File: src/rtl/pcx_map.vh
// Constants for the program control execution unit
`ifndef PCX_MAP_VH
`define PCX_MAP_VH

// ----------------------------------------------------------------------------
// Instruction word fields, bit 35 is the leftmost bit of the word
// ----------------------------------------------------------------------------
`define PCX_OP_HI          35
`define PCX_OP_LO          27
`define PCX_AC_HI          26
`define PCX_AC_LO          23
`define PCX_IND_BIT        22
`define PCX_IDX_HI         21
`define PCX_IDX_LO         18
`define PCX_ADR_HI         17
`define PCX_ADR_LO         0

// ----------------------------------------------------------------------------
// Opcodes
// ----------------------------------------------------------------------------
`define PCX_OP_EXEC_AT     9'h0_AE
`define PCX_OP_FIND_ONE    9'h0_A3
`define PCX_OP_FLAG_CLR    9'h0_AD
`define PCX_OP_SITE_A      9'h0_A7
`define PCX_OP_SITE_B      9'h0_AF

// ----------------------------------------------------------------------------
// Flag vector bits, aligned with the flag-select field
// ----------------------------------------------------------------------------
`define PCX_FLG_OVF        3
`define PCX_FLG_CRY0       2
`define PCX_FLG_CRY1       1
`define PCX_FLG_FOV        0

// ----------------------------------------------------------------------------
// Register byte offsets and reset values
// ----------------------------------------------------------------------------
`define PCX_REG_CTRL       8'h00
`define PCX_REG_FLAGS      8'h04
`define PCX_REG_STATUS     8'h08
`define PCX_REG_CHAIN      8'h0C
`define PCX_REG_RETPC      8'h10
`define PCX_RST_CTRL       32'h0000_0001
`define PCX_RST_FLAGS      4'h0

`endif

File: src/rtl/pcx_exec_unit.v
// Program control execution unit with its APB register slave
//
// Notes on behaviour
// RULE1 - Execute opcode with zero field or user mode runs the word at E next.
// RULE2 - Any instruction may be an execute target, chains of any length work.
// RULE3 - A skip in a chain is relative to the first execute instruction.
// RULE4 - A jump saving the counter in a chain saves first execute address plus one.
// RULE5 - Executive mode with nonzero field hands off to previous-context execute.
// RULE6 - User mode ignores the field of the execute opcode.
// RULE7 - Find-first-one on zero clears the next accumulator, goes on in sequence.
// RULE8 - Nonzero: leading zero count into next accumulator, then jump to E.
// RULE9 - Find-first-one never alters the tested accumulator.
// RULE10 - Negative value gives count zero and the jump is taken.
// RULE11 - Flag jump: any chosen flag set clears chosen flags and jumps to E.
// RULE12 - Select bits 9..12 pick overflow, carry zero, carry one, float overflow.
// RULE13 - Flag jump with empty select is a no-op touching no memory operand.
// RULE14 - Selecting all flags with target next address just clears them.
// RULE15 - Flag jump saves neither return address nor flags.
// RULE16 - The two site-specific opcodes execute as no-ops.
// RULE17 - A subroutine call saves the address after the call.
// RULE18 - An interrupt saves the address of the interrupted instruction.
// RULE19 - Exactly one carry set by one instruction also sets overflow.
// RULE20 - Word splits into opcode, field, indirect, index and address.
// RULE21 - Next accumulator is the field plus one, modulo sixteen.
//
// Design decisions made here: the register addresses and the APB interface to the registers.
`timescale 1ns/1ps
`default_nettype none
`include "pcx_map.vh"

module pcx_exec_unit (
   input  wire        CORE_CLK_IN,
   input  wire        RESET_N_IN,
   // APB slave
   input  wire        PSEL_IN,
   input  wire        PENABLE_IN,
   input  wire        PWRITE_IN,
   input  wire [7:0]  PADDR_IN,
   input  wire [31:0] PWDATA_IN,
   output wire [31:0] PRDATA_OUT,
   output wire        PREADY_OUT,
   output wire        PSLVERR_OUT,
   // Instruction from fetch and decode
   input  wire        INSTR_VALID_IN,
   input  wire [35:0] INSTR_WORD_IN,
   input  wire [17:0] INSTR_ADDR_IN,
   input  wire [17:0] INSTR_EA_IN,
   input  wire [35:0] AC_DATA_IN,
   input  wire        USER_MODE_IN,
   input  wire        INTR_SAVE_IN,
   // Carry and overflow events from the arithmetic unit
   input  wire        ARITH_DONE_IN,
   input  wire        ARITH_CRY0_IN,
   input  wire        ARITH_CRY1_IN,
   input  wire        ARITH_OVF_IN,
   input  wire        ARITH_FOV_IN,
   // Results
   output wire        DONE_OUT,
   output wire        PC_LOAD_OUT,
   output wire [17:0] NEXT_PC_OUT,
   output wire        XCT_FETCH_OUT,
   output wire [17:0] XCT_ADDR_OUT,
   output wire        PREVIOUS_CONTEXT_EXECUTE_OUT,
   output wire        FOREIGN_OUT,
   output wire [17:0] SKIP_PC_OUT,
   output wire [17:0] RETURN_PC_OUT,
   output wire        OPERAND_REF_OUT,
   output wire        AC_WE_OUT,
   output wire [3:0]  AC_WADDR_OUT,
   output wire [35:0] AC_WDATA_OUT,
   output wire [3:0]  FLAGS_OUT
);

   // -------------------------------------------------------------------------
   // Helpers
   // -------------------------------------------------------------------------
   function [5:0] lead_zeros;
      input [35:0] w;
      integer i;
      reg     hit;
      begin
         lead_zeros = 6'd0;
         hit = 1'b0;
         for (i = 35; i >= 0; i = i - 1) begin
            if (!hit && w[i]) begin
               hit = 1'b1;
               lead_zeros = 6'd35 - i[5:0];
            end
         end
         if (!hit)
            lead_zeros = 6'd0;
      end
   endfunction

   function [17:0] addr_inc;
      input [17:0] a;
      begin
         addr_inc = a + 18'h0_0001;
      end
   endfunction

   // -------------------------------------------------------------------------
   // Instruction fields
   // -------------------------------------------------------------------------
   wire [8:0] op_w  = INSTR_WORD_IN[`PCX_OP_HI:`PCX_OP_LO];   // [RULE20]
   wire [3:0] fld_w = INSTR_WORD_IN[`PCX_AC_HI:`PCX_AC_LO];   // [RULE20]
   // Indirect, index and address fields resolve upstream into INSTR_EA_IN

   reg        ctrl_en_q;
   reg  [3:0] flags_q;
   reg  [3:0] flags_d;
   reg        chain_q;
   reg [17:0] chain_base_q;
   reg        done_q;
   reg        pc_load_q;
   reg [17:0] next_pc_q;
   reg        xct_fetch_q;
   reg [17:0] xct_addr_q;
   reg        previous_context_execute_q;
   reg        foreign_q;
   reg [17:0] skip_pc_q;
   reg [17:0] ret_pc_q;
   reg        opref_q;
   reg        ac_we_q;
   reg  [3:0] ac_waddr_q;
   reg [35:0] ac_wdata_q;
   reg [31:0] prdata_q;
   reg        pready_q;
   reg        pslverr_q;

   wire       go       = INSTR_VALID_IN & ctrl_en_q;
   // A chain keeps the first execute address, all later steps refer to it
   wire [17:0] origin  = chain_q ? chain_base_q : INSTR_ADDR_IN;   // [RULE3]
   wire       is_xct   = (op_w == `PCX_OP_EXEC_AT);
   wire       xct_run  = is_xct & ((fld_w == 4'h0) | USER_MODE_IN); // [RULE1] [RULE6]
   wire       xct_prev = is_xct & ~xct_run;                          // [RULE5]
   wire       is_ffo   = (op_w == `PCX_OP_FIND_ONE);
   wire       is_jfc   = (op_w == `PCX_OP_FLAG_CLR);
   wire       is_site  = (op_w == `PCX_OP_SITE_A) | (op_w == `PCX_OP_SITE_B);
   wire       ours     = is_xct | is_ffo | is_jfc | is_site;
   wire       jfc_hit  = is_jfc & |(fld_w & flags_q);                // [RULE11] [RULE12]
   wire       ffo_hit  = is_ffo & |AC_DATA_IN;

   // -------------------------------------------------------------------------
   // APB decode
   // -------------------------------------------------------------------------
   wire       apb_setup = PSEL_IN & ~PENABLE_IN;
   wire       apb_wr    = PSEL_IN & PENABLE_IN & pready_q & PWRITE_IN;
   wire       map_hit   = (PADDR_IN == `PCX_REG_CTRL)   | (PADDR_IN == `PCX_REG_FLAGS) |
                          (PADDR_IN == `PCX_REG_STATUS) | (PADDR_IN == `PCX_REG_CHAIN) |
                          (PADDR_IN == `PCX_REG_RETPC);
   reg [31:0] rd_mux;

   always @* begin
      case (PADDR_IN)
         `PCX_REG_CTRL:   rd_mux = {31'h0000_0000, ctrl_en_q};
         `PCX_REG_FLAGS:  rd_mux = {28'h000_0000, flags_q};
         `PCX_REG_STATUS: rd_mux = {30'h0000_0000, done_q, chain_q};
         `PCX_REG_CHAIN:  rd_mux = {14'h0000, chain_base_q};
         `PCX_REG_RETPC:  rd_mux = {14'h0000, ret_pc_q};
         default:         rd_mux = 32'h0000_0000;
      endcase
   end

   // -------------------------------------------------------------------------
   // Flag update: arithmetic sets win over clears by the flag jump or software
   // -------------------------------------------------------------------------
   always @* begin
      flags_d = flags_q;
      if (apb_wr && PADDR_IN == `PCX_REG_FLAGS)
         flags_d = PWDATA_IN[3:0];
      if (go && jfc_hit)
         flags_d = flags_d & ~fld_w;                                 // [RULE11] [RULE14]
      if (ARITH_DONE_IN) begin
         flags_d[`PCX_FLG_CRY0] = flags_d[`PCX_FLG_CRY0] | ARITH_CRY0_IN;
         flags_d[`PCX_FLG_CRY1] = flags_d[`PCX_FLG_CRY1] | ARITH_CRY1_IN;
         flags_d[`PCX_FLG_FOV]  = flags_d[`PCX_FLG_FOV] | ARITH_FOV_IN;
         flags_d[`PCX_FLG_OVF]  = flags_d[`PCX_FLG_OVF] | ARITH_OVF_IN | ARITH_FOV_IN |
                                  (ARITH_CRY0_IN ^ ARITH_CRY1_IN);   // [RULE19]
      end
   end

   // -------------------------------------------------------------------------
   // Registers and APB slave
   // -------------------------------------------------------------------------
   always @(posedge CORE_CLK_IN or negedge RESET_N_IN) begin
      if (!RESET_N_IN) begin
         ctrl_en_q <= 1'b1;
         flags_q   <= `PCX_RST_FLAGS;
         prdata_q  <= 32'h0000_0000;
         pready_q  <= 1'b0;
         pslverr_q <= 1'b0;
      end else begin
         flags_q  <= flags_d;
         // Read data is taken at setup so the access phase needs no wait state
         // Zero wait states: ready is raised for the access phase only
         pready_q <= apb_setup;
         if (apb_setup) begin
            prdata_q  <= PWRITE_IN ? 32'h0000_0000 : rd_mux;
            pslverr_q <= ~map_hit;
         end
         if (apb_wr && PADDR_IN == `PCX_REG_CTRL)
            ctrl_en_q <= PWDATA_IN[0];
      end
   end

   // -------------------------------------------------------------------------
   // Execution, next values
   // -------------------------------------------------------------------------
   reg        chain_d;
   reg [17:0] chain_base_d;
   reg        pc_load_d;
   reg [17:0] next_pc_d;
   reg        xct_fetch_d;
   reg [17:0] xct_addr_d;
   reg        previous_context_execute_d;
   reg        foreign_d;
   reg [17:0] skip_pc_d;
   reg [17:0] ret_pc_d;
   reg        opref_d;
   reg        ac_we_d;
   reg  [3:0] ac_waddr_d;
   reg [35:0] ac_wdata_d;

   always @* begin
      // Pulses drop unless an accepted instruction raises them; data holds
      chain_d      = chain_q;
      chain_base_d = chain_base_q;
      pc_load_d    = 1'b0;
      next_pc_d    = next_pc_q;
      xct_fetch_d  = 1'b0;
      xct_addr_d   = xct_addr_q;
      previous_context_execute_d       = 1'b0;
      foreign_d    = 1'b0;
      skip_pc_d    = skip_pc_q;
      ret_pc_d     = ret_pc_q;
      opref_d      = 1'b0;
      ac_we_d      = 1'b0;
      ac_waddr_d   = ac_waddr_q;
      ac_wdata_d   = ac_wdata_q;
      if (go) begin
         next_pc_d  = addr_inc(origin);
         xct_addr_d = INSTR_EA_IN;
         // Chain lives on only while execute targets are execute opcodes
         chain_d    = xct_run;                                          // [RULE2]
         if (xct_run && !chain_q)
            chain_base_d = INSTR_ADDR_IN;
         // The flag jump is a bare branch, so the saved counters stay put
         if (!is_jfc) begin
            skip_pc_d = addr_inc(addr_inc(origin));                     // [RULE3]
            ret_pc_d  = INTR_SAVE_IN ? origin : addr_inc(origin);       // [RULE4] [RULE17] [RULE18]
         end
         if (xct_run) begin
            xct_fetch_d = 1'b1;                                         // [RULE1]
         end else if (xct_prev) begin
            previous_context_execute_d = 1'b1;                                              // [RULE5]
         end else if (is_ffo) begin
            // Only the following accumulator is written
            ac_we_d    = 1'b1;                                          // [RULE9]
            ac_waddr_d = fld_w + 4'h1;                                  // [RULE21]
            ac_wdata_d = ffo_hit ? {30'h0000_0000, lead_zeros(AC_DATA_IN)} :
                                   36'h0_0000_0000;                     // [RULE7] [RULE8] [RULE10]
            pc_load_d  = 1'b1;
            next_pc_d  = ffo_hit ? INSTR_EA_IN : addr_inc(origin);      // [RULE8]
         end else if (is_jfc) begin
            // No operand, no saved state; only a branch
            pc_load_d = 1'b1;                                           // [RULE13] [RULE15]
            next_pc_d = jfc_hit ? INSTR_EA_IN : addr_inc(origin);       // [RULE11]
         end else if (is_site) begin
            pc_load_d = 1'b1;                                           // [RULE16]
         end else begin
            foreign_d = 1'b1;
            opref_d   = ~ours;
         end
      end
   end

   // -------------------------------------------------------------------------
   // Execution registers
   // -------------------------------------------------------------------------
   always @(posedge CORE_CLK_IN or negedge RESET_N_IN) begin
      if (!RESET_N_IN) begin
         chain_q      <= 1'b0;
         chain_base_q <= 18'h0_0000;
         done_q       <= 1'b0;
         pc_load_q    <= 1'b0;
         next_pc_q    <= 18'h0_0000;
         xct_fetch_q  <= 1'b0;
         xct_addr_q   <= 18'h0_0000;
         previous_context_execute_q       <= 1'b0;
         foreign_q    <= 1'b0;
         skip_pc_q    <= 18'h0_0000;
         ret_pc_q     <= 18'h0_0000;
         opref_q      <= 1'b0;
         ac_we_q      <= 1'b0;
         ac_waddr_q   <= 4'h0;
         ac_wdata_q   <= 36'h0_0000_0000;
      end else begin
         chain_q      <= chain_d;
         chain_base_q <= chain_base_d;
         done_q       <= go;
         pc_load_q    <= pc_load_d;
         next_pc_q    <= next_pc_d;
         xct_fetch_q  <= xct_fetch_d;
         xct_addr_q   <= xct_addr_d;
         previous_context_execute_q       <= previous_context_execute_d;
         foreign_q    <= foreign_d;
         skip_pc_q    <= skip_pc_d;
         ret_pc_q     <= ret_pc_d;
         opref_q      <= opref_d;
         ac_we_q      <= ac_we_d;
         ac_waddr_q   <= ac_waddr_d;
         ac_wdata_q   <= ac_wdata_d;
      end
   end

   // -------------------------------------------------------------------------
   // Outputs
   // -------------------------------------------------------------------------
   assign PRDATA_OUT      = prdata_q;
   assign PREADY_OUT      = pready_q;
   assign PSLVERR_OUT     = pslverr_q & pready_q;
   assign DONE_OUT        = done_q;
   assign PC_LOAD_OUT     = pc_load_q;
   assign NEXT_PC_OUT     = next_pc_q;
   assign XCT_FETCH_OUT   = xct_fetch_q;
   assign XCT_ADDR_OUT    = xct_addr_q;
   assign PREVIOUS_CONTEXT_EXECUTE_OUT        = previous_context_execute_q;
   assign FOREIGN_OUT     = foreign_q;
   assign SKIP_PC_OUT     = skip_pc_q;
   assign RETURN_PC_OUT   = ret_pc_q;
   assign OPERAND_REF_OUT = opref_q;
   assign AC_WE_OUT       = ac_we_q;
   assign AC_WADDR_OUT    = ac_waddr_q;
   assign AC_WDATA_OUT    = ac_wdata_q;
   assign FLAGS_OUT       = flags_q;

endmodule // pcx_exec_unit

`default_nettype wire

File: config.mk
export PLATFORM = sky130hd
export DESIGN_NAME = pcx_exec_unit
export DESIGN_NICKNAME = d
export VERILOG_FILES = /design/src/rtl/pcx_exec_unit.v
export VERILOG_INCLUDE_DIRS = /design/src /design/src/rtl
export SDC_FILE = /design/constraint.sdc
export NUM_CORES = 1
export LEC_CHECK = 0
export ABC_CLOCK_PERIOD_IN_PS = 3000
export BUFFER_PORTS_ARGS = -buffer_cell sky130_fd_sc_hd__buf_2
export CAP_MARGIN = 20
export CORE_ASPECT_RATIO = 0.6
export CORE_UTILIZATION = 44
export CTS_CLUSTER_DIAMETER = 30
export DETAILED_ROUTE_END_ITERATION = 8
export GPL_ROUTABILITY_DRIVEN = 1
export HOLD_SLACK_MARGIN = 0.12
export MAX_ROUTING_LAYER = met4
export PLACE_DENSITY = 0.77
export SLEW_MARGIN = 20
export SYNTH_ARGS = -nofsm -noshare
export SYNTH_HDL_FRONTEND = slang
export SYNTH_SLANG_ARGS = --single-unit
File: constraint.sdc
create_clock -name CORE_CLK_IN -period 3 [get_ports CORE_CLK_IN]
set_clock_uncertainty 0.15 [all_clocks]
set_input_delay 0.3 -clock CORE_CLK_IN [delete_from_list [all_inputs] [get_ports CORE_CLK_IN]]
set_output_delay 0.3 -clock CORE_CLK_IN [all_outputs]
set_load 0.05 [all_outputs]
Yosys cells after proc, flatten, opt, wreduce, memory -nomap -nowiden
Index checks and enable logic that the tools add are counted.

Register bits: 177. Output and inout port bits: 157. Word-level logic and storage cells: 406.

Reductions and logical operators: 82. Equality and inequality tests: 9. Multiplexer cells: 257. Add/subtract/negate cells: 3. Bitwise gates (word level): 35.

Operators by type and width (number): two-way mux 6 bit (36); two-way mux 1 bit (208); two-way mux 18 bit (8); case mux 18 bit (5 select lines) (1); equality test 9 x 8 -> 1 bit (second input constant) (5); logical AND 1 bit (39); adder 18 x 1 -> 18 bit (second input constant) (2); logical NOT 1 bit (36); OR reduction 36 bit (1); two-way mux 32 bit (1); equality test 8 x 4 -> 1 bit (second input constant) (2); bitwise OR 1 bit (15); two-way mux 4 bit (3); AND 1 bit (10); AND 4 bit (2); equality test 8 x 3 -> 1 bit (second input constant) (1); equality test 8 x 5 -> 1 bit (second input constant) (1); logical NOT 8 bit (1); inverter 1 bit (6); adder 4 x 1 -> 4 bit (second input constant) (1); logical NOT 4 bit (1); inverter 4 bit (1); AND reduction 2 bit (2); AND reduction 4 bit (1); other kinds (2) (2).

Depth between registers and ports, before layout
Depth in word-level cells: 255. Gate-level depth with buffers: 12. Gate-level depth less buffers: 10.

Worst setup path before layout
No wires, ideal clock.

Kind: register to register. Start point: register chain_q. End point: register skip_pc_q[16], in the netlist SKIP_PC_OUT[16]. Cell stages (with the launch flop): 13. Period minus slack after synthesis: 3.269 ns. Path buffers: 3. Slack: -0.269 ns. Arrival time: 3.037 ns. Cells stage by stage: dfrtp_1 buf_6 buf_8 buf_6 mux2_2 ha_1 nand3_1 or3_1 a21bo_2 xor2_2 nand4b_4 or4_1 a31oi_1.

Word-level cells in the longest chain between the ends: 3.

Ends and longest elaborated chain: from (decl) (line pcx_exec_unit.v:112) `reg chain_q;`; from (signal assigned) (line pcx_exec_unit.v:299) `chain_q <= chain_d;`; two-way mux 18 bit (line pcx_exec_unit.v:133) `wire [17:0] origin = chain_q ? chain_base_q : INSTR_ADDR_IN;`; adder 18 x 1 -> 18 bit (2 in series) (line pcx_exec_unit.v:98) `addr_inc = a + 18'h0_0001;`; to (signal assigned) (line pcx_exec_unit.v:308) `skip_pc_q <= skip_pc_d;`; to (decl) (line pcx_exec_unit.v:121) `reg [17:0] skip_pc_q;`.

No other way between the ends. A chain may end at the register's enable or synchronous reset.

Worst setup path after layout
Start point: input port INSTR_ADDR_IN[1]. End point: register skip_pc_q[16], in the netlist SKIP_PC_OUT[16].

Word-level cells in the longest chain between the ends: 3.

Ends and longest elaborated chain: from (decl) (line pcx_exec_unit.v:46) `input wire [17:0] INSTR_ADDR_IN,`; two-way mux 18 bit (line pcx_exec_unit.v:133); adder 18 x 1 -> 18 bit (2 in series) (line pcx_exec_unit.v:98).

No other way between the ends.

==> summary.txt <==
Status
  • Status: complete, no violations

Detailed routing
  • Met2 routed WL: 10500 µm
  • DR WL/cell: 16.5 µm
  • Drt first pass iters: 5
  • Total wire length: 21800 µm
  • Initial drt markers: between 400 and 500
  • Antenna Violating Nets Remaining: 0
  • Drc violations: 0
  • Uppermost layer routed: met4
  • Wl on met1: approximately 9900 µm
  • Vias per Instance: 5.21
  • Total number of vias: just under 7000
  • Met3 wire length: 1290 µm

GRT
  • GR Util All Layers: 25.3%
  • Largest net degree at the start of global routing: 69
  • Global-route wire length before repair: 34300 µm
  • Grt ovf: 0
  • Initial antenna violation count: 0
  • Vias in the first global route: roughly 6700

Power and ir drop
  • Seq pwr share: 38.9%
  • Internal Power: between 3 and 4 mW
  • P per Cell Area: 458 nW/µm²
  • P_leak: 5.27 nW
  • Psw: 1.31 mW
  • Tot Pwr: 4.75 mW
  • Max VDD drop: 0.303 mV
  • Clk pwr share: 45.9%
  • Combinational share of power: 15.2%
  • Switching Share: 27.6%

Yosys
  • Synthesis Warnings: 0
  • Number of flops mapped to enable cells by yosys: 0
  • Seq/Total Area, Yosys: 43.9%
  • Syn avg cell area: 9.88 µm²
  • Post-synthesis instance area: 7580 µm²
  • Asr flop ratio synth: 100%
  • Register bit count reported by yosys: 133
  • Main synth FF type: dfrtp_1
  • Top post-synthesis cells by area: dfrtp_1, mux2_2, nand2_1
  • Most frequent cell after synthesis: dfrtp_1
  • Synth Instances: 768
  • Count of unique library cells instantiated by Yosys: 75
  • List of most frequent post-synthesis cells: dfrtp_1, nand2_1, o21ai_0, buf_4, mux2_2
  • Yosys top cell area share: 43.5%
  • Post-synth top area cell: dfrtp_1

Worst setup path
  • Critical path class: input pin to flop
  • CP endpoint kind: flop
  • Required time of the critical path: between 3 and 4 ns
  • CP max FO: 8
  • Critical Path AT: 3.09 ns
  • Crit path launch type: input pin

CTS
  • Worst skew pair latency: 0.41 ns
  • TritonCTS clock tree: done
  • Clock slew at reported path FFs: 0.06 ns
  • CTS Buffer Depth: 2
  • CTS Buf Count: 17
  • H-Tree Depth: 4
  • Clk sink count: 133
  • CTS Root Cell: clkbuf_16

Placed design
  • Pre-CTS WS: 0.0250 ns
  • Placed cell area: 9090 µm²
  • Dpl cells: 1229
  • Post-detail-place hpwl: approximately 16000 µm
  • IO Port Bufs: 222
  • GP Congestion: 0.924

STA
  • Final Cycle Share: 96.9%
  • Slew HR: 57.4%
  • Worst setup margin: 0.0915 ns
  • Pins Over Slew Limit: 0
  • Final Critical Period: 2.91 ns
  • Final setup viols: 0
  • Slew @ Worst Pin: 0.639 ns
  • Setup TNS: 0 ns
  • Final hold vios: 0
  • Hold Slack: 0.152 ns
  • Peak Freq: 344 MHz
  • RSZ-0062 raised after global routing: true

Layout
  • Layout cells sized above 1: approximately a third
  • Final #Nets: 1244
  • Finished Cell Area: 10400 µm²
  • N_diodes: 0
  • Final core utilization: a little over three fifths
  • Non-Filler Instances: 1320
  • Synthesis-to-layout area growth: 36.7%
  • Number of fillers in the final layout: 1379

Flow run
  • Max-cap check violation count: 0

Hold path
  • Hold crit path type: input pin to flop

Die
  • Die Span Y: around 100 µm
  • Die area: 17800 µm²
  • Row count: 36
  • Core area: 16500 µm²
  • Die width: 172 µm
  • # IOs: 318
  • Initial Util: 45.9%
[state kept, by name (all words and copies together), names as in the netlist, 4 cells and up]
name,count
NEXT_PC_OUT,18
PRDATA_OUT,18
RETURN_PC_OUT,18
SKIP_PC_OUT,18
XCT_ADDR_OUT,18
chain_base_q,18
AC_WDATA_OUT,6
AC_WADDR_OUT,4
FLAGS_OUT,4
[cell families after synthesis]
kind of cell             synth area share (%)
XOR/XNOR                                 5.53
multiplexers                             11.3
adder cells (fa/ha/maj)                 0.660
AND/OR/NAND/NOR                          17.0
AO/OA/AOI/OAI                            14.0
flip-flops                               43.9
buffers and inverters                    7.49
other                                  0.0494
[cells in the final DEF (no fill, tap or decap), drive strengths merged, types with 15 or more instances in the layout]
master and n:
inv 17, xor2 17, dlygate4sd3 59, clkbuf 21
xnor2 27, conb 44, a22oi 17, nor4 15
mux2 44, a21oi 23, nand2 106, dfrtp 132
nor2 36, buf 264, mux2i 36, o21ai 76
[power by group through the flow]
stage | Clock (mW) | Sequential, mW | Combinational, mW
after floorplan | 0 | 1.99 | 0.339
after global placement | 0 | 1.88 | 0.650
after detailed placement | 0 | 1.88 | 0.660
after CTS | 2.22 | 1.85 | 0.718
after global routing | 2.29 | 1.85 | 0.777
final | 2.18 | 1.85 | 0.723
[cell type report]
class	instances	area (µm²)	area share, %
clock inverter	11	150	1.45
multi-input combinational	587	3990	38.5
clock buffer	21	470	4.54
sequential	133	3330	32.1
inverter	17	63.8	0.615
tap	228	285	2.75
timing repair buffer	323	2080	20.0
[worst paths after layout]
path	cells past startpoint	endpoint	start	slack, ns
worst max-delay path	11	SKIP_PC_OUT[16]	INSTR_ADDR_IN[1]	0.09
worst min register to register	2	PRDATA_OUT[6]	PRDATA_OUT[6]	0.32
max in group asynchronous	3	ctrl_en_q	RESET_N_IN	1.62
worst max register to register	10	SKIP_PC_OUT[16]	chain_q	0.13
worst min-delay path	4	AC_WDATA_OUT[2]	AC_DATA_IN[32]	0.15
min in group asynchronous	2	XCT_ADDR_OUT[13]	RESET_N_IN	0.30
[what timing repair did]
| action | in CTS | in global routing |
|---|---|---|
| resized for setup | 0 | 14 |
| endpoints found under the setup margin | 0 | 10 |
| hold buffers | 59 | 0 |
| buffers inserted | 0 | 0 |
| hold endpoints to repair | 136 | 0 |
[routing by layer]
layer / global-route usage, % / up-vias
met1: 32.7 / 3359
met2: 40.8 / 211
met5: - / -
met4: 5.61 / 0
met3: 5.20 / 18
li1: - / 3286
[critical path, stage by stage]
cell	delay, ns
dlygate4sd3_1	0.54
buf_2	0.14
mux2_4	0.18
ha_4	0.18
nand3_2	0.12
or3_4	0.38
a21bo_4	0.24
xor2_4	0.16
nand4b_4	0.17
or4_1	0.50
a31oi_1	0.17
No activity file was read; power rests on OpenSTA's default activity.
